**config.mk**
```make
export PLATFORM = sky130hd
export DESIGN_NAME = i2cse_core
export DESIGN_NICKNAME = d
export VERILOG_FILES = /design/src/i2cse_pkg.sv /design/src/i2cse_core.sv
export SDC_FILE = /design/constraint.sdc
export NUM_CORES = 1
export LEC_CHECK = 0
export ABC_AREA = 1
export CORE_MARGIN = 4
export CORE_UTILIZATION = 40
export DETAILED_ROUTE_END_ITERATION = 10
export DONT_BUFFER_PORTS = 1
export SLEW_MARGIN = 0
export SYNTH_ARGS = -nofsm -noshare
export SYNTH_HDL_FRONTEND = slang
export SYNTH_SLANG_ARGS = --single-unit
export TNS_END_PERCENT = 100
```
**constraint.sdc**
```tcl
create_clock -name core_clk -period 2.3 [get_ports core_clk]
set_clock_uncertainty 0.05 [all_clocks]
set_input_delay 0.46 -clock core_clk [delete_from_list [all_inputs] [get_ports core_clk]]
set_output_delay 0.46 -clock core_clk [all_outputs]
set_load 0.02 [all_outputs]
```
**src/i2cse_pkg.sv**
```systemverilog
// Constants, status codes and state type of the two-wire status engine
package i2cse_pkg;

  // ------------------------------------------------------------
  // Timing
  // ------------------------------------------------------------
  localparam int unsigned CLK_PERIOD_NS = 25;
  localparam int unsigned T_HALF_NS     = 5000;
  localparam int unsigned HALF_CYC      = (T_HALF_NS + CLK_PERIOD_NS - 1) / CLK_PERIOD_NS;

  // ------------------------------------------------------------
  // Register offsets
  // ------------------------------------------------------------
  localparam logic [7:0] OFS_CTRL_SET = 8'h00;
  localparam logic [7:0] OFS_STATUS   = 8'h04;
  localparam logic [7:0] OFS_DATA     = 8'h08;
  localparam logic [7:0] OFS_CTRL_CLR = 8'h0C;
  localparam logic [7:0] OFS_OWN_ADDR = 8'h10;

  // ------------------------------------------------------------
  // Control bit positions
  // ------------------------------------------------------------
  localparam int unsigned CB_ACK   = 2;
  localparam int unsigned CB_FLAG  = 3;
  localparam int unsigned CB_END   = 4;
  localparam int unsigned CB_BEGIN = 5;
  localparam int unsigned CB_EN    = 6;

  // ------------------------------------------------------------
  // Status codes
  // ------------------------------------------------------------
  localparam logic [7:0] SC_BUS_ERR    = 8'h00;
  localparam logic [7:0] SC_START      = 8'h08;
  localparam logic [7:0] SC_RSTART     = 8'h10;
  localparam logic [7:0] SC_MT_AW_ACK  = 8'h18;
  localparam logic [7:0] SC_MT_AW_NACK = 8'h20;
  localparam logic [7:0] SC_MT_D_ACK   = 8'h28;
  localparam logic [7:0] SC_MT_D_NACK  = 8'h30;
  localparam logic [7:0] SC_ARB_LOST   = 8'h38;
  localparam logic [7:0] SC_MR_AR_ACK  = 8'h40;
  localparam logic [7:0] SC_MR_AR_NACK = 8'h48;
  localparam logic [7:0] SC_MR_D_ACK   = 8'h50;
  localparam logic [7:0] SC_MR_D_NACK  = 8'h58;
  localparam logic [7:0] SC_SR_OWN     = 8'h60;
  localparam logic [7:0] SC_SR_OWN_AL  = 8'h68;
  localparam logic [7:0] SC_SR_GC      = 8'h70;
  localparam logic [7:0] SC_SR_GC_AL   = 8'h78;
  localparam logic [7:0] SC_SR_D_ACK   = 8'h80;
  localparam logic [7:0] SC_SR_D_NACK  = 8'h88;
  localparam logic [7:0] SC_SR_G_ACK   = 8'h90;
  localparam logic [7:0] SC_SR_G_NACK  = 8'h98;
  localparam logic [7:0] SC_SR_STOP    = 8'hA0;
  localparam logic [7:0] SC_ST_OWN     = 8'hA8;
  localparam logic [7:0] SC_ST_OWN_AL  = 8'hB0;
  localparam logic [7:0] SC_ST_D_ACK   = 8'hB8;
  localparam logic [7:0] SC_ST_D_NACK  = 8'hC0;
  localparam logic [7:0] SC_ST_LAST    = 8'hC8;
  localparam logic [7:0] SC_IDLE       = 8'hF8;

  // ------------------------------------------------------------
  // Reset values
  // ------------------------------------------------------------
  localparam logic [7:0] RST_STATUS = SC_IDLE;
  localparam logic [7:0] RST_DATA   = 8'h00;
  localparam logic [7:0] RST_OWN    = 8'h00;

  typedef enum logic [3:0] {
    ST_IDLE, ST_START, ST_RS_LOW, ST_RS_HIGH, ST_LOW, ST_HIGH,
    ST_HOLD, ST_SLOT, ST_STOP_LOW, ST_STOP_HIGH
  } i2cse_state_e;

endpackage

```
**src/i2cse_core.sv**
```systemverilog
// Byte-level status engine of a two-wire bus controller
//
// Notes on behaviour
// - After own START report 0x08, then send address byte, sample acknowledge.
// - Address+write acked: report 0x18, then send the buffered data byte.
// - Address+write not acked: report 0x20.
// - Misplaced START/STOP while involved: release lines, unaddressed, flag, 0x00.
// - Sent data acked: report 0x28, then next byte or STOP if requested.
// - Sent data not acked: report 0x30, STOP once requested and flag cleared.
// - Arbitration lost in address or data: 0x38, release; no restart unless begin is set again.
// - Address+read acked: report 0x40, receive byte, ack if ack-enable set.
// - Address+read not acked: report 0x48.
// - Master byte received and acked: 0x50; next ack follows ack-enable.
// - Master byte received, NOT ACK returned: 0x58, byte in buffer.
// - Own address+write acked: 0x60, continue as slave receiver.
// - Addressed after lost arbitration: 0x68, 0x78 or 0xB0; START does not pend.
// - General call acked: 0x70, continue as slave receiver.
// - Own-addressed byte acked: 0x80; next ack only while ack-enable set.
// - Own-addressed byte with NOT ACK: 0x88, become unaddressed.
// - General call byte acked: 0x90; later bytes NOT ACK when cleared.
// - General call byte with NOT ACK: 0x98, become unaddressed.
// - STOP or repeated START while addressed: 0xA0, become unaddressed.
// - Own address+read acked: 0xA8, transmit the buffered byte.
// - Slave sent byte acked: 0xB8; not acked: 0xC0 and unaddressed.
// - Last slave byte with ack-enable clear, acked: 0xC8, unaddressed.
// - Control-set writes 0x04, 0x14, 0x24 set bits; zero bits untouched.
// - Control-clear 0x08 clears flag; 0x0C clears flag and ack-enable.
//
// Our own choices: the register addresses and the strobed register port.
`timescale 1ns/1ps
module i2cse_core
  import i2cse_pkg::*;
#(
  parameter int unsigned HALF_CYCLES = HALF_CYC
)
(
  // Clock and reset
  input  wire logic       core_clk,
  input  wire logic       srst,
  // Register port
  input  wire logic [7:0] reg_addr,
  input  wire logic [7:0] reg_wdata,
  input  wire logic       reg_wr,
  input  wire logic       reg_rd,
  output logic      [7:0] reg_rdata,
  // Bus pins
  input  wire logic       scl_in,
  output logic            scl_out,
  output logic            scl_oe,
  input  wire logic       sda_in,
  output logic            sda_out,
  output logic            sda_oe
);

  i2cse_state_e state_ff;
  logic [1:0]   sync1_ff;
  logic [1:0]   sync2_ff;
  logic [1:0]   prev_ff;
  logic [15:0]  timer_ff;
  logic [3:0]   bit_cnt_ff;
  logic [7:0]   data_ff;
  logic [7:0]   status_ff;
  logic [7:0]   own_addr_ff;
  logic [7:0]   rdata_ff;
  logic         flag_ff;
  logic         ack_en_ff;
  logic         end_req_ff;
  logic         begin_req_ff;
  logic         enable_ff;
  logic         is_master_ff;
  logic         addressed_ff;
  logic         gc_ff;
  logic         addr_phase_ff;
  logic         tx_dir_ff;
  logic         rw_ff;
  logic         arb_lost_ff;
  logic         rstart_ff;
  logic         ack_ff;
  logic         sample_ff;
  logic         busy_ff;
  logic         slot_armed_ff;
  logic         scl_oe_ff;
  logic         sda_oe_ff;
  logic         nxt_scl_oe;
  logic         nxt_sda_oe;
  logic         slot_drive;
  logic         scl_s;
  logic         sda_s;
  logic         scl_rise;
  logic         scl_fall;
  logic         start_det;
  logic         stop_det;
  logic         bus_cond;
  logic         bus_err;
  logic         half_done;
  logic         arb_hit;
  logic         slv_end;

  // ------------------------------------------------------------
  // Pin synchronisers
  // ------------------------------------------------------------
  for (genvar i = 0; i < 2; i++)
  begin : g_sync
    always_ff @(posedge core_clk)
    begin
      if (srst)
      begin
        sync1_ff[i] <= 1'b1;
        sync2_ff[i] <= 1'b1;
        prev_ff[i]  <= 1'b1;
      end
      else
      begin
        sync1_ff[i] <= (i == 0) ? scl_in : sda_in;
        sync2_ff[i] <= sync1_ff[i];
        prev_ff[i]  <= sync2_ff[i];
      end
    end
  end

  assign scl_s     = sync2_ff[0];
  assign sda_s     = sync2_ff[1];
  assign scl_rise  = scl_s & ~prev_ff[0];
  assign scl_fall  = ~scl_s & prev_ff[0];
  assign start_det = scl_s & prev_ff[0] & prev_ff[1] & ~sda_s;
  assign stop_det  = scl_s & prev_ff[0] & ~prev_ff[1] & sda_s;
  assign bus_cond  = start_det | stop_det;
  assign half_done = timer_ff >= 16'(HALF_CYCLES - 1);

  assign bus_err = bus_cond && (state_ff == ST_LOW || state_ff == ST_HIGH ||
                   (state_ff == ST_SLOT && addressed_ff && bit_cnt_ff != 4'h0));
  assign arb_hit = state_ff == ST_HIGH && scl_s && half_done && !bit_cnt_ff[3] &&
                   tx_dir_ff && data_ff[7] && !sda_s && !bus_cond;
  assign slv_end = state_ff == ST_SLOT && scl_fall && bit_cnt_ff == 4'h8 && !bus_cond;

  // ------------------------------------------------------------
  // Bus busy tracking
  // ------------------------------------------------------------
  always_ff @(posedge core_clk)
  begin
    if (srst)
      busy_ff <= 1'b0;
    else if (start_det)
      busy_ff <= 1'b1;
    else if (stop_det)
      busy_ff <= 1'b0;
  end

  // ------------------------------------------------------------
  // Slot arming: first falling clock after START carries no bit
  // ------------------------------------------------------------
  always_ff @(posedge core_clk)
  begin
    if (srst)
      slot_armed_ff <= 1'b0;
    else if (start_det)
      slot_armed_ff <= 1'b0;
    else if (scl_rise)
      slot_armed_ff <= 1'b1;
  end

  // ------------------------------------------------------------
  // Engine: control bits, byte shifting, status and flag
  // ------------------------------------------------------------
  always_ff @(posedge core_clk)
  begin
    if (srst)
    begin
      state_ff      <= ST_IDLE;
      timer_ff      <= 16'h0000;
      bit_cnt_ff    <= 4'h0;
      data_ff       <= RST_DATA;
      status_ff     <= RST_STATUS;
      own_addr_ff   <= RST_OWN;
      flag_ff       <= 1'b0;
      ack_en_ff     <= 1'b0;
      end_req_ff    <= 1'b0;
      begin_req_ff  <= 1'b0;
      enable_ff     <= 1'b0;
      is_master_ff  <= 1'b0;
      addressed_ff  <= 1'b0;
      gc_ff         <= 1'b0;
      addr_phase_ff <= 1'b0;
      tx_dir_ff     <= 1'b0;
      rw_ff         <= 1'b0;
      arb_lost_ff   <= 1'b0;
      rstart_ff     <= 1'b0;
      ack_ff        <= 1'b0;
      sample_ff     <= 1'b1;
    end
    else
    begin
      // set port sets only written ones
      if (reg_wr && reg_addr == OFS_CTRL_SET)
      begin
        if (reg_wdata[CB_ACK])   ack_en_ff    <= 1'b1;
        if (reg_wdata[CB_END])   end_req_ff   <= 1'b1;
        if (reg_wdata[CB_BEGIN]) begin_req_ff <= 1'b1;
        if (reg_wdata[CB_EN])    enable_ff    <= 1'b1;
      end
      // clear port; hardware sets below win
      if (reg_wr && reg_addr == OFS_CTRL_CLR)
      begin
        if (reg_wdata[CB_FLAG])  flag_ff      <= 1'b0;
        if (reg_wdata[CB_ACK])   ack_en_ff    <= 1'b0;
        if (reg_wdata[CB_BEGIN]) begin_req_ff <= 1'b0;
        if (reg_wdata[CB_EN])    enable_ff    <= 1'b0;
      end
      if (reg_wr && reg_addr == OFS_DATA)
        data_ff <= reg_wdata;
      if (reg_wr && reg_addr == OFS_OWN_ADDR)
        own_addr_ff <= reg_wdata;
      timer_ff <= timer_ff + 16'h0001;

      unique case (state_ff)
        ST_IDLE:
        begin
          is_master_ff <= 1'b0;
          if (!enable_ff)
            rstart_ff <= 1'b0;
          else if (end_req_ff && !flag_ff)
            end_req_ff <= 1'b0;
          // pending START once bus is free
          else if (begin_req_ff && !flag_ff && !busy_ff)
          begin
            state_ff     <= ST_START;
            timer_ff     <= 16'h0000;
            is_master_ff <= 1'b1;
            begin_req_ff <= 1'b0;
            rstart_ff    <= 1'b0;
          end
          else if (start_det)
          begin
            state_ff      <= ST_SLOT;
            bit_cnt_ff    <= 4'h0;
            addr_phase_ff <= 1'b1;
            addressed_ff  <= 1'b0;
            tx_dir_ff     <= 1'b0;
            arb_lost_ff   <= 1'b0;
          end
        end
        ST_START:
          if (half_done)
          begin
            state_ff      <= ST_HOLD;
            status_ff     <= rstart_ff ? SC_RSTART : SC_START;
            flag_ff       <= 1'b1;
            addr_phase_ff <= 1'b1;
            arb_lost_ff   <= 1'b0;
          end
        ST_RS_LOW:
          if (half_done)
          begin
            state_ff <= ST_RS_HIGH;
            timer_ff <= 16'h0000;
          end
        ST_RS_HIGH:
          if (!scl_s)
            timer_ff <= 16'h0000;
          else if (half_done)
          begin
            state_ff  <= ST_START;
            timer_ff  <= 16'h0000;
            rstart_ff <= 1'b1;
          end
        ST_LOW:
          if (half_done)
          begin
            state_ff <= ST_HIGH;
            timer_ff <= 16'h0000;
          end
        ST_HIGH:
          if (!scl_s)
            timer_ff <= 16'h0000;
          else if (half_done && !bit_cnt_ff[3])
          begin
            data_ff <= {data_ff[6:0], sda_s};
            if (arb_hit)
            begin
              is_master_ff <= 1'b0;
              arb_lost_ff  <= 1'b1;
              tx_dir_ff    <= 1'b0;
              if (addr_phase_ff)
                state_ff <= ST_SLOT;
              else
              begin
                state_ff  <= ST_IDLE;
                status_ff <= SC_ARB_LOST;
                flag_ff   <= 1'b1;
              end
            end
            else
            begin
              // ack of next byte follows ack-enable
              if (bit_cnt_ff == 4'h7)
                ack_ff <= ack_en_ff;
              bit_cnt_ff <= bit_cnt_ff + 4'h1;
              state_ff   <= ST_LOW;
              timer_ff   <= 16'h0000;
            end
          end
          else if (half_done)
          begin
            state_ff      <= ST_HOLD;
            flag_ff       <= 1'b1;
            addr_phase_ff <= 1'b0;
            if (addr_phase_ff)
              status_ff <= rw_ff ? (sda_s ? SC_MR_AR_NACK : SC_MR_AR_ACK)
                                 : (sda_s ? SC_MT_AW_NACK : SC_MT_AW_ACK);
            else if (tx_dir_ff)
              status_ff <= sda_s ? SC_MT_D_NACK : SC_MT_D_ACK;
            else
              status_ff <= ack_ff ? SC_MR_D_ACK : SC_MR_D_NACK;
          end
        // clock held low until flag clears
        ST_HOLD:
          if (!flag_ff)
          begin
            timer_ff   <= 16'h0000;
            bit_cnt_ff <= 4'h0;
            if (!is_master_ff)
              state_ff <= ST_SLOT;
            else if (end_req_ff)
              state_ff <= ST_STOP_LOW;
            else if (begin_req_ff)
            begin
              state_ff     <= ST_RS_LOW;
              begin_req_ff <= 1'b0;
            end
            else
            begin
              state_ff  <= ST_LOW;
              tx_dir_ff <= addr_phase_ff | ~rw_ff;
              if (addr_phase_ff)
                rw_ff <= data_ff[0];
            end
          end
        ST_SLOT:
        begin
          if (scl_rise && !bit_cnt_ff[3])
            data_ff <= {data_ff[6:0], sda_s};
          if (scl_rise && bit_cnt_ff[3])
            sample_ff <= sda_s;
          if (scl_fall && slot_armed_ff && !bit_cnt_ff[3])
          begin
            bit_cnt_ff <= bit_cnt_ff + 4'h1;
            if (bit_cnt_ff == 4'h7 && addr_phase_ff)
            begin
              gc_ff  <= data_ff == 8'h00 && own_addr_ff[0];
              rw_ff  <= data_ff[0];
              ack_ff <= ack_en_ff && ((data_ff[7:1] == own_addr_ff[7:1] && data_ff != 8'h00) ||
                                      (data_ff == 8'h00 && own_addr_ff[0]));
            end
            else if (bit_cnt_ff == 4'h7)
              ack_ff <= ack_en_ff;
          end
          if (slv_end)
          begin
            bit_cnt_ff <= 4'h0;
            state_ff   <= ST_HOLD;
            flag_ff    <= 1'b1;
            if (addr_phase_ff)
            begin
              addr_phase_ff <= 1'b0;
              if (ack_ff)
              begin
                addressed_ff <= 1'b1;
                tx_dir_ff    <= rw_ff;
                if (rw_ff)
                  status_ff <= arb_lost_ff ? SC_ST_OWN_AL : SC_ST_OWN;
                else if (gc_ff)
                  status_ff <= arb_lost_ff ? SC_SR_GC_AL : SC_SR_GC;
                else
                  status_ff <= arb_lost_ff ? SC_SR_OWN_AL : SC_SR_OWN;
              end
              else
              begin
                state_ff  <= ST_IDLE;
                flag_ff   <= arb_lost_ff;
                status_ff <= arb_lost_ff ? SC_ARB_LOST : status_ff;
              end
            end
            else if (tx_dir_ff)
            begin
              status_ff <= sample_ff ? SC_ST_D_NACK : (ack_en_ff ? SC_ST_D_ACK : SC_ST_LAST);
              if (sample_ff || !ack_en_ff)
              begin
                state_ff     <= ST_IDLE;
                addressed_ff <= 1'b0;
              end
            end
            else if (ack_ff)
              status_ff <= gc_ff ? SC_SR_G_ACK : SC_SR_D_ACK;
            else
            begin
              status_ff    <= gc_ff ? SC_SR_G_NACK : SC_SR_D_NACK;
              state_ff     <= ST_IDLE;
              addressed_ff <= 1'b0;
            end
          end
        end
        ST_STOP_LOW:
          if (half_done)
          begin
            state_ff <= ST_STOP_HIGH;
            timer_ff <= 16'h0000;
          end
        ST_STOP_HIGH:
          if (!scl_s)
            timer_ff <= 16'h0000;
          else if (half_done)
          begin
            state_ff     <= ST_IDLE;
            end_req_ff   <= 1'b0;
            is_master_ff <= 1'b0;
          end
      endcase

      if (bus_err)
      begin
        state_ff      <= ST_IDLE;
        is_master_ff  <= 1'b0;
        addressed_ff  <= 1'b0;
        addr_phase_ff <= 1'b0;
        status_ff     <= SC_BUS_ERR;
        flag_ff       <= 1'b1;
      end
      else if (bus_cond && state_ff == ST_SLOT)
      begin
        if (addressed_ff)
        begin
          status_ff <= SC_SR_STOP;
          flag_ff   <= 1'b1;
        end
        addressed_ff  <= 1'b0;
        bit_cnt_ff    <= 4'h0;
        addr_phase_ff <= start_det;
        tx_dir_ff     <= 1'b0;
        arb_lost_ff   <= 1'b0;
        state_ff      <= start_det ? ST_SLOT : ST_IDLE;
      end
    end
  end

  // ------------------------------------------------------------
  // Pin drive
  // ------------------------------------------------------------
  always_comb
  begin
    slot_drive = bit_cnt_ff[3] ? (~tx_dir_ff & ack_ff) : (tx_dir_ff & ~data_ff[7]);
    nxt_scl_oe = state_ff == ST_RS_LOW || state_ff == ST_LOW ||
                 state_ff == ST_HOLD || state_ff == ST_STOP_LOW;
    unique case (state_ff)
      ST_START, ST_STOP_LOW, ST_STOP_HIGH: nxt_sda_oe = 1'b1;
      ST_LOW, ST_HIGH, ST_SLOT:            nxt_sda_oe = slot_drive;
      default:                             nxt_sda_oe = 1'b0;
    endcase
  end

  // Data line moves only while clock is low, except start/stop/release
  always_ff @(posedge core_clk)
  begin
    if (srst)
    begin
      scl_oe_ff <= 1'b0;
      sda_oe_ff <= 1'b0;
    end
    else
    begin
      scl_oe_ff <= nxt_scl_oe;
      if (!scl_s || state_ff == ST_IDLE || state_ff == ST_START)
        sda_oe_ff <= nxt_sda_oe;
    end
  end

  assign scl_out = 1'b0;
  assign sda_out = 1'b0;
  assign scl_oe  = scl_oe_ff;
  assign sda_oe  = sda_oe_ff;

  // ------------------------------------------------------------
  // Register readback
  // ------------------------------------------------------------
  always_ff @(posedge core_clk)
  begin
    if (srst)
      rdata_ff <= 8'h00;
    else if (reg_rd)
      unique case (reg_addr)
        OFS_CTRL_SET: rdata_ff <= {1'b0, enable_ff, begin_req_ff, end_req_ff, flag_ff, ack_en_ff, 2'b00};
        OFS_STATUS:   rdata_ff <= status_ff;
        OFS_DATA:     rdata_ff <= data_ff;
        OFS_OWN_ADDR: rdata_ff <= own_addr_ff;
        default:      rdata_ff <= 8'h00;
      endcase
    else
      rdata_ff <= 8'h00;
  end

  assign reg_rdata = rdata_ff;
endmodule

```
# After elaboration in Yosys (flattened, before gate mapping)
# Cells that the tools add are included.
dict set report classes {
  mux 214
  addsub 2
  n_eq_ne 59
  n_reduce_logical 74
  magnitude_cmp 1
  n_bitwise 19
}
# cell n
set op_table {}
lappend op_table {{$mux W16} 10}
lappend op_table {{$mux W4} 38}
lappend op_table {{$mux W8} 18}
lappend op_table {{$mux W1} 111}
lappend op_table {{$pmux W16 S6} 1}
lappend op_table {{$ne A3 B3 Y1 const B} 15}
lappend op_table {{$mux W7} 6}
lappend op_table {{$pmux W4 S10} 1}
lappend op_table {{$mux W5} 7}
lappend op_table {{$ne A2 B2 Y1 const B} 17}
lappend op_table {{$pmux W8 S4} 1}
lappend op_table {{$logic_and A1 B1 Y1} 30}
lappend op_table {{$pmux W8 S3} 1}
lappend op_table {{$eq A4 B3 Y1 const B} 5}
lappend op_table {{$add A16 B1 Y16 const B} 1}
lappend op_table {{$eq A8 B4 Y1 const B} 2}
lappend op_table {{$ge A16 B8 Y1 const B} 1}
lappend op_table {{$logic_not A8 Y1} 2}
lappend op_table {{$pmux W4 S4} 1}
lappend op_table {{$pmux W8 S2} 1}
lappend op_table {{$mux W3} 5}
lappend op_table {{$ne A3 B2 Y1 const B} 5}
lappend op_table {{$pmux W1 S2} 7}
lappend op_table {{$reduce_and A13 Y1} 1}
lappend op_table {{33 further kinds} 82}
dict set report word_totals {
  reg_bits 81
  in_bits 22
  word_cells 402
  output_inout_bits 12
}

# Logic depth before layout (Yosys ltp)
# Gate-level depths: netlist of run 1.
dict set report depth {
  depth_word 15
  depth_mapped 16
}

# Worst setup path after synthesis of run 1
# No wires, ideal clock.
dict set report synth_path {
  path_kind {input port to flip-flop}
  start {input reg_addr[1]}
  end {register own_addr_ff[5]}
  required_time_ns 2.123
  arrival_time_ns 1.643
  path_slack_ns 0.479
  path_stages 9
  path_buffers 1
  path_cell_list {nor2_1 -> nand2_1 -> nor2_1 -> nand4_2 -> nor2_1 -> inv_1 -> clkbuf_1 -> o21ai_0 -> a21oi_1}
}
dict set report synth_between {
  elab_chain_len 2
}
# element line_no
set synth_lines {}
lappend synth_lines {{start: declaration} i2cse_core.sv:41} ;# input wire logic [7:0] reg_addr,
lappend synth_lines {{$eq A8 B5 Y1} i2cse_core.sv:211} ;# if (reg_wr && reg_addr == OFS_OWN_ADDR)
lappend synth_lines {{$logic_and A1 B1 Y1} i2cse_core.sv:211}
lappend synth_lines {{end signal: assignment} i2cse_core.sv:212} ;# own_addr_ff <= reg_wdata;
lappend synth_lines {{end: declaration} i2cse_core.sv:63} ;# logic [7:0] own_addr_ff;
# No other way between the ends.
# A chain may end at the register's enable or synchronous reset.

# Worst setup path in the final report of run 1
dict set report layout_path {
  start {register timer_ff[0]}
  end {register timer_ff[7]}
}
dict set report layout_between {
  elab_chain_len 11
  word_cells_on_any_way 20
  classes_between {add/sub: 1; order compare: 1; mux: 11; reduce/logical: 7}
}
# element line_no
set layout_lines {}
lappend layout_lines {{start: declaration} i2cse_core.sv:59} ;# logic [15:0] timer_ff;
lappend layout_lines {{start signal: assignment} i2cse_core.sv:213} ;# timer_ff <= timer_ff + 16'h0001;
lappend layout_lines {{$ge A16 B8 Y1} i2cse_core.sv:128} ;# assign half_done = timer_ff >= 16'(HALF_CYCLES - 1);
lappend layout_lines {{$logic_and A1 B1 Y1 (3 in series)} i2cse_core.sv:132} ;# assign arb_hit = state_ff == ST_HIGH && scl_s && half_done && !bit_cnt_ff[3] &&
lappend layout_lines {{$logic_and A1 B1 Y1 (3 in series)} i2cse_core.sv:133} ;# tx_dir_ff && data_ff[7] && !sda_s && !bus_cond;
lappend layout_lines {{$mux W16} i2cse_core.sv:278} ;# if (arb_hit)
lappend layout_lines {{$mux W16} i2cse_core.sv:275} ;# else if (half_done && !bit_cnt_ff[3])
lappend layout_lines {{$mux W16} i2cse_core.sv:273} ;# if (!scl_s)
lappend layout_lines {{$pmux W16 S6 (*)} i2cse_core.sv:215} ;# unique case (state_ff)
# Mark *: on every way between the ends. The rest lies on a longest branch, timed or not.

==> impl_metrics.yaml, run 1 <==
run_status:
  status: "finished, final reports clean"
timing:
  fmax_mhz: 480
  relSlewSlack: 0.652
  worst_slew_pin_slew_ns: 0.523
  finalSetupViolCount: 0
  setup-tns-final_ns: 0
  fin_crit_sh: 0.906
  hold_viol: 0
  slew_violations: 0
  holdWs_ns: 0.126
  min_period_ns: 2.08
  grt_setup_unrepaired: "yes"
drt:
  drtIter0Drc: 545
  drc: 0
  vias: 5325
  final_antenna_net_count: 0
  totalWireLength_mm: 16.7
  viasPerCell: 5.51
  first_pass_iters: 8
  wl_per_cell_um: 17.3
worst_setup_path:
  path_cells: "ha_1, nand2_1, nand3_1, nand2_1, nand2_1, nand2_2, o21ai_1, inv_1, o21ai_0, nand2_1, nand2_4, nor3_1"
  cp_slowest_stage_delay_ns: 0.37
  worst-r2r-cell-count: 12
  startpoint_type: "flop"
  critPathKind: "flop to flop"
  path_max_fanout: 13
  slowest_stage: "dfxtp_1"
  crit_top_cell: "nand2_1"
  required_ns: 2.49
  worstPathArrival_ns: 2.28
  end_kind: "flop"
clock_network:
  path_clk_slew_ns: 0.07
  post-cts-setup-buffer-count: 0
  cts_num_sinks: 81
  insertion_delay_ns: 0.35
  clockBufferDepth: 2
  clock_tree.htree_level_count: 3
  tritoncts: "yes"
  hold_buffers: 0
  cts_buffers: 9
  cts-root-buf: "clkbuf_16"
pwr:
  p_leak_nw: 2.49
  power-per-cell-area_nw_per_um2: 822
  vdd_ir_drop_max_mv: 0.388
logic_synthesis:
  yosys.area.top_type: "dfxtp_1"
  synth_top_area_share: 0.323
  ys.flop_type: "dfxtp_1"
  avgSynthCellArea_um2: 6.49
  synthDistinctLibCells: 48
  synth_warnings: 0
  ys_ff_latch: 81
  synth_area_leaders: "dfxtp_1 (32%), nand2_1 (12%), inv_1 (7.8%), nor2_1 (7.4%), a21oi_1 (6.8%)"
  netlist_area_um2: 5020
  async_flop_share: 0
  synth_cells: 774
  synth_edf_count: 0
  synth_sequential_area_ratio: 0.323
cells_and_area:
  n_antenna_cell: 0
  drive_gt1_frac: 0.113
  synthToLayoutAreaGrowth_pct: 13.1
  nets: 820
  n_fill_cell: 1296
global_route:
  grt_usage: 0.239
  grt_start_max_net_pins: 23
  met3_usage: 0.0481
  first_global_vias: 4935
  antenna_found_initial: 0
  grt-ovfl-total: 0
  grt_pass1_wl_mm: 27.0
  use_met1: 0.336
  grt-busiest-layer: "met2"
  use_met2: 0.359
die:
  dieArea_um2: 14400
  dieHeight_um: 120
  core_area_um2: 12200
  io-pin-count: 34
  die_x_um: 120
  rows: 40
  initial_core_util: 0.413
placement:
  post-dp-hpwl_mm: 13.0
  place.gp.congestion: 1.01
  io_buffers: 0
job:
  cap_violations: 0
hold_path:
  hold_depth: 1
  hp-class: "primary input to flop"
## state kept, by name, indices dropped and copies added (netlist names), 2 cells and up, named ones only
signal / cells
timer_ff: 16
sync1_ff: 2
status_ff: 8
prev_ff: 2
own_addr_ff: 8
reg_rdata: 8
data_ff: 8
bit_cnt_ff: 4
state_ff: 4
## cells in the mapped netlist, drive strengths merged (6+ instances only)
| cell | number |
|---|---|
| a21oi | 70 |
| a221oi | 7 |
| buf | 8 |
| clkbuf | 9 |
| dfxtp | 81 |
| inv | 109 |
| mux2 | 7 |
| nand2 | 177 |
| nand3 | 44 |
| nand4 | 16 |
| nor2 | 105 |
| nor3 | 24 |
| o21ai | 49 |
| o22ai | 6 |
| o31ai | 6 |
| or2 | 6 |
| xor2 | 12 |
## report_power, final
part	total (W)	internal, W	leakage, nW	switching [W]
registers	0.00160	0.00150	0.655	0.0000979
clock network	0.00154	0.000865	0.146	0.000673
logic	0.00153	0.000472	1.69	0.00106
total	0.00467	0.00284	2.49	0.00183
## final timing paths
check | startpoint | endpoint | slack, ns
max | timer_ff[0] | timer_ff[7] | 0.22
min | srst | busy_ff | 0.13
max reg2reg | timer_ff[0] | timer_ff[7] | 0.22
min reg2reg | sync1_ff[1] | sda_s | 0.36
## metrics by stage
step	cells	setup slack (ns)	cell area [um^2]	total power (W)	utilization
3_3_place_gp	950	0.181	5350	0.00312	0.440
4_1_cts	966	0.144	5660	0.00465	0.465
6_report	966	0.215	5680	0.00467	0.467
3_5_place_dp	950	0.159	5350	0.00310	0.440
2_1_floorplan	775	0.479	5030	0.00272	-
5_1_grt	966	-0.0151	5680	0.00494	0.467
## metal layers
layer | share of wire | vias to the layer above | routed length (um)
li1 | - | 2590 | -
met1 | 0.47 | 2496 | 7810
met2 | 0.43 | 206 | 7220
met3 | 0.070 | 33 | 1170
met4 | 0.029 | 0 | 491
met5 | 0 | - | 0
## cell type report
class                   count  area [um^2]  share of cell area
inverters                 110          417              0.0733
multi-input cells         567         2910               0.513
clock buffers               9          225              0.0396
flip-flops and latches     81         1620               0.285
clock inverters             7         85.1              0.0150
repair buffers             24          209              0.0368
well taps                 168          210              0.0370
## critical path, delay by kind of cell (launching register included)
kind / cells / cell delay (ns)
AOI/OAI and AO/OA: 2 / 0.40
and+or+nand+nor: 8 / 0.86
DFF: 1 / 0.37
buffers and inverters: 1 / 0.13
adders and majority gates: 1 / 0.18
## kinds of logic after synthesis
logic type / Yosys count / share of synthesized area
mux: 7 / 0.0157
xor+xnor: 14 / 0.0244
simple gates: 382 / 0.345
other cells: 1 / 0.000746
fa+ha+maj: 5 / 0.0125
compound gates: 157 / 0.177
buf+inv: 127 / 0.101
flops: 81 / 0.323
## timing repair
action / CTS / global route
endpoints found under the setup margin: 0 / 18
gates resized for setup: 0 / 7
hold endpoints to repair: 0 / 0
## layout by cell type (no fill, tap or decap), types with 14 or more instances in the layout
| cell | Yosys | layout |
|---|---|---|
| buf_4 | 4 | 21 |
| nand2_1 | 167 | 167 |
| nand4_1 | 14 | 14 |
| nand3_1 | 41 | 40 |
| a21oi_1 | 68 | 68 |
| o21ai_0 | 46 | 45 |
| nor3_1 | 20 | 20 |
| inv_1 | 104 | 103 |
| nor2_1 | 99 | 98 |
| dfxtp_1 | 81 | 81 |
Power figures use the tool's default switching activity.
==> run 2: changes to the inputs <==
==> constraint.sdc (replaced) <==
create_clock -name core_clk -period 1.8 [get_ports core_clk]
set_clock_uncertainty 0.05 [all_clocks]
set_input_delay 0.36 -clock core_clk [delete_from_list [all_inputs] [get_ports core_clk]]
set_output_delay 0.36 -clock core_clk [all_outputs]
set_load 0.02 [all_outputs]
==> run 2 against run 1 <==
Effect of this change: the flow now finishes with violations (setup timing); cell count increased by 15%; first-iteration DRC count is 1.5% higher; setup slack got worse by 0.26 ns; via count grew 11%; clock power rose by 33%; sequential share of layout area is 6.0 points lower; wire length up 14%; worst hold slack worse by 0.11 ns; design area grew 28%; clock-buffer cell count up 1; power grew 53%; critical path type unchanged; largest power group is now combinational cells; highest routed layer unchanged.
==> impl_metrics.yaml, run 2 (synthesis results as in run 1) <==
run_status:
  status: "finished with violations"
  violations: "setup timing"
cells_and_area:
  drive_gt1_frac: 0.357
  regMostFlops: "timer_ff"
  nets: 965
  layout_commonest_cell: "buf_4"
  largest_reg_flops: 16
  synthToLayoutAreaGrowth_pct: 45.1
  n_fill_cell: 1178
  n_antenna_cell: 0
  layout_common_cells: "buf_4 (156), nand2_1 (144), inv_1 (87), nor2_1 (83), dfxtp_1 (69)"
die:
  dieHeight_um: 120
  dieArea_um2: 14400
  initial_core_util: 0.413
  die_x_um: 120
  io-pin-count: 34
  rows: 40
  core_area_um2: 12200
drt:
  viasPerCell: 5.34
  final_antenna_net_count: 0
  first_pass_iters: 6
  totalWireLength_mm: 19.0
  wl_per_cell_um: 17.1
  drc: 0
  vias: 5937
  drtIter0Drc: 553
timing:
  min_period_ns: 1.85
  finalSetupViolCount: 3
  fmax_mhz: 542
  slew_violations: 0
  grt_setup_unrepaired: "yes"
  fin_crit_sh: 1.03
  setup_ws_ns: -0.0463
  hold_viol: 0
  setup-tns-final_ns: -0.0557
  holdWs_ns: 0.0168
worst_setup_path:
  worstPathArrival_ns: 2.03
  cp_slowest_stage_delay_ns: 0.33
  required_ns: 1.98
  path_cells: "inv_2, ha_4, nand4_1, nor2_4, nand2_1, o22ai_1, o21ai_0, o21ai_0, nand2_1"
  crit_start: "bit_cnt_ff[1]"
  critPathKind: "flop to flop"
  startpoint_type: "flop"
  path_max_fanout: 5
  end_kind: "flop"
  rr_startpoint: "bit_cnt_ff[1]"
  slowest_stage: "dfxtp_1"
  reg2reg_slack_ns: -0.05
global_route:
  first_global_vias: 5616
  antenna_found_initial: 0
  grt_start_max_net_pins: 23
  grt-ovfl-total: 0
  grt_usage: 0.260
  grt_pass1_wl_mm: 29.4
clock_network:
  tritoncts: "yes"
  path_clk_slew_ns: 0.06
  cts-root-buf: "clkbuf_16"
  cts_buffers: 9
  insertion_delay_ns: 0.36
  cts_num_sinks: 81
  clock_tree.htree_level_count: 3
  clockBufferDepth: 2
pwr:
  vdd_ir_drop_max_mv: 0.551
  power-per-cell-area_nw_per_um2: 979
  power_w: 0.00714
  p_leak_nw: 3.34
placement:
  place.gp.congestion: 0.958
  post-dp-hpwl_mm: 14.5
  io_buffers: 0
job:
  cap_violations: 0
hold_path:
  hp-class: "primary input to flop"
  hp-start: "srst"
[run 2: cell types whose count changed in the layout (fill, tap and decap cells not counted), moves of 11 or more]
cell,previous run,this run
a21oi_1,68,56
a21oi_2,2,14
buf_4,21,156
dfxtp_1,81,69
inv_1,103,87
inv_2,5,16
nand2_1,167,144
nand2_2,6,19
nand2_4,4,15
nor2_1,98,83
[run 2: repair_timing]
item                                    4_1_cts  5_1_grt
cloned                                        1        0
resized for setup                            57      114
endpoints found under the setup margin       50       51
hold buffers                                  0        0
pin swaps                                    22       43
buffers inserted                              6       13
[run 2: power breakdown]
group          switching, W  total (W)  leakage [nW]  internal, W
clock              0.000798    0.00205         0.155      0.00126
combinational       0.00174    0.00300          2.52      0.00127
sequential         0.000145    0.00208         0.659      0.00193
[run 2: final timing paths]
path | endpoint | depth (start not counted)
hold reg to reg | scl_s | 1
setup reg to reg | status_ff[7] | 9
hold / removal | flag_ff | 1
setup / recovery | status_ff[7] | 9
[run 2: critical path: cells and delay by family, from the launching register on]
family	cells	cell delay (ns)
buffers and inverters	1	0.08
AO/OA/AOI/OAI	3	0.43
adder cells (fa/ha/maj)	1	0.13
flip-flops	1	0.33
AND/OR/NAND/NOR	4	0.72
[run 2: area by class of cell]
class | instances | area (um^2) | area share
clock inverters | 6 | 88.8 | 0.0122
repair buffers | 168 | 1310 | 0.180
inverters | 110 | 432 | 0.0592
clock buffers | 10 | 239 | 0.0328
flip-flops and latches | 81 | 1640 | 0.226
multi-input cells | 568 | 3360 | 0.462
well taps | 168 | 210 | 0.0288
[run 2: stage by stage]
step	instance area (um^2)	instances	util	setup slack [ns]
2_1_floorplan	5030	775	-	0.00304
3_3_place_gp	6270	1076	0.515	-0.115
3_5_place_dp	6270	1076	0.515	-0.188
4_1_cts	6810	1098	0.560	-0.127
5_1_grt	7290	1111	0.599	-0.136
6_report	7290	1111	0.599	-0.0463
[run 2: metal layers]
layer | vias up | track usage | wire, um
li1 | 2887 | - | -
met1 | 2810 | 0.344 | 8390
met2 | 195 | 0.415 | 8840
met3 | 45 | 0.0518 | 1150
met4 | 0 | 0.104 | 650
met5 | - | 0 | 0
==> run 3: changes to the inputs <==
--- a/config.mk
+++ b/config.mk
@@ -10,6 +10,7 @@
 export CORE_UTILIZATION = 40
 export DETAILED_ROUTE_END_ITERATION = 10
 export DONT_BUFFER_PORTS = 1
+export REMOVE_ABC_BUFFERS = 1
 export SLEW_MARGIN = 0
 export SYNTH_ARGS = -nofsm -noshare
 export SYNTH_HDL_FRONTEND = slang
==> run 3 against run 2 <==
Effect of this change: the run still ends with setup timing left; setup slack worse by 0.016 ns; via count up 3.7%; sequential power about the same; first-iteration DRC count is 12% lower; maximum frequency decreased by 0.86%; die area is the same; cell count rose by 2.7%; critical path depth up 4; combinational power rose by 31%; non-clock buffer count is 31 higher.
==> impl_metrics.yaml, run 3 (synthesis results as in run 1) <==
run_status:
  status: "finished with violations"
  violations: "setup timing"
global_route:
  met3_usage: 0.0627
  use_met2: 0.443
  use_met1: 0.365
  grt-ovfl-total: 0
  antenna_found_initial: 0
  grt_usage: 0.276
  grt_start_max_net_pins: 23
  grt_pass1_wl_mm: 31.0
  grt-busiest-layer: "met2"
  first_global_vias: 5757
clock_network:
  cts-root-buf: "clkbuf_16"
  clockBufferDepth: 2
  tritoncts: "yes"
  path_clk_slew_ns: 0.07
  cts_num_sinks: 81
  clock_tree.htree_level_count: 3
  cts_buffers: 9
  hold_buffers: 0
  insertion_delay_ns: 0.35
cells_and_area:
  stdcell_count: 1141
  multiInputGateArea_um2: 3660
  n_antenna_cell: 0
  n_fill_cell: 1085
  layout_common_cells: "buf_4 (172), nand2_1 (136), inv_1 (86), nor2_1 (72), dfxtp_1 (69)"
  largest_reg_flops: 16
  regMostFlops: "timer_ff"
  synthToLayoutAreaGrowth_pct: 56.1
  utilization: 0.645
  nets: 996
  layout_commonest_cell: "buf_4"
  drive_gt1_frac: 0.417
  regArea_um2: 1640
hold_path:
  hp-start: "srst"
  hp-class: "primary input to flop"
timing:
  setup-tns-final_ns: -0.380
  fin_crit_sh: 1.03
  min_period_ns: 1.86
  holdWs_ns: 0.0190
  finalSetupViolCount: 17
  relSlewSlack: 0.614
  grt_setup_unrepaired: "yes"
  worst_slew_pin_slew_ns: 0.576
  fmax_mhz: 537
  hold_viol: 0
  setup_ws_ns: -0.0624
  slew_violations: 0
worst_setup_path:
  path_max_fanout: 7
  worst_path_dominant_cell_family: "simple AND/OR/NAND/NOR gates"
  end_kind: "flop"
  required_ns: 1.97
  startpoint_type: "flop"
  path_cells: "inv_6, nand2_4, buf_6, nor2_4, nand2_4, buf_12, nor2_4, buf_4, nand2_2, o22ai_1, o21ai_1, o21ai_1, nand2_1"
  cp_slowest_stage_delay_ns: 0.36
  crit_start: "state_ff[3]"
  worstPathArrival_ns: 2.04
  rr_startpoint: "state_ff[3]"
  critPathKind: "flop to flop"
  slowest_stage: "dfxtp_4"
  path_buf_inv: 4
pwr:
  power.switching_w: 0.00319
  power-per-cell-area_nw_per_um2: 1000
  combinationalPowerShare: 0.500
  p_clk_frac: 0.234
  intPower_w: 0.00468
  vdd_ir_drop_max_mv: 0.643
  power_w: 0.00787
  swShare: 0.406
  p_seq_frac: 0.266
  p_leak_nw: 3.49
die:
  io-pin-count: 34
  initial_core_util: 0.413
  dieHeight_um: 120
  die_x_um: 120
  rows: 40
  dieArea_um2: 14400
  core_area_um2: 12200
job:
  cap_violations: 0
drt:
  vias: 6158
  final_antenna_net_count: 0
  wl_per_cell_um: 17.9
  viasPerCell: 5.40
  drc: 0
  first_pass_iters: 7
  totalWireLength_mm: 20.4
  drtIter0Drc: 487
placement:
  place_inst: 1094
  io_buffers: 0
  place.gp.congestion: 1.02
  post-dp-hpwl_mm: 15.2
## run 3: cell type report
cell class                      count  area share
Multi-Input combinational cell    568       0.466
Sequential cell                    81       0.210
Inverter                          110      0.0550
Clock inverter                      4     0.00479
Tap cell                          168      0.0268
Clock buffer                       11      0.0322
Timing Repair Buffer              199       0.205
## run 3: worst paths after layout
check	end	slack, ns	cells after the start
setup / recovery	status_ff[7]	-0.06	13
hold / removal	data_ff[2]	0.02	1
setup reg to reg	status_ff[7]	-0.06	13
hold reg to reg	scl_s	0.36	1
## run 3: timing repair
action	CTS	global route
pin swaps	39	38
resized for setup	106	146
buffers inserted	14	20
setup endpoints to repair	50	52
gates cloned	1	0
## run 3: worst reg2reg max path: stages (launching register included)
cell and delay [ns]:
dfxtp_4 0.36, inv_6 0.07, nand2_4 0.05, buf_6 0.12
nor2_4 0.10, nand2_4 0.12, buf_12 0.15, nor2_4 0.13
buf_4 0.13, nand2_2 0.06, o22ai_1 0.12, o21ai_1 0.09
o21ai_1 0.13, nand2_1 0.06
## run 3: metal layers
metal | vias up | wire length, um
met1 | 2864 | 8350
met4 | 0 | 598
met2 | 289 | 9520
met3 | 46 | 1970
li1 | 2959 | -
met5 | - | 0
## run 3: power by group through the flow
stage                     Sequential, W  Combinational [W]  Clock (W)
after floorplan                 0.00206            0.00135          0
after global placement          0.00206            0.00265          0
after detailed placement        0.00207            0.00265          0
after CTS                       0.00206            0.00301    0.00187
after global routing            0.00211            0.00424    0.00195
final                           0.00209            0.00394    0.00184
## run 3: stage by stage
stage | area (um^2) | setup WS, ns
detailed placement | 6400 | -0.338
CTS | 7180 | -0.134
finish | 7840 | -0.0624
global route | 7840 | -0.183
global placement | 6400 | -0.293
floorplan | 4930 | -0.157
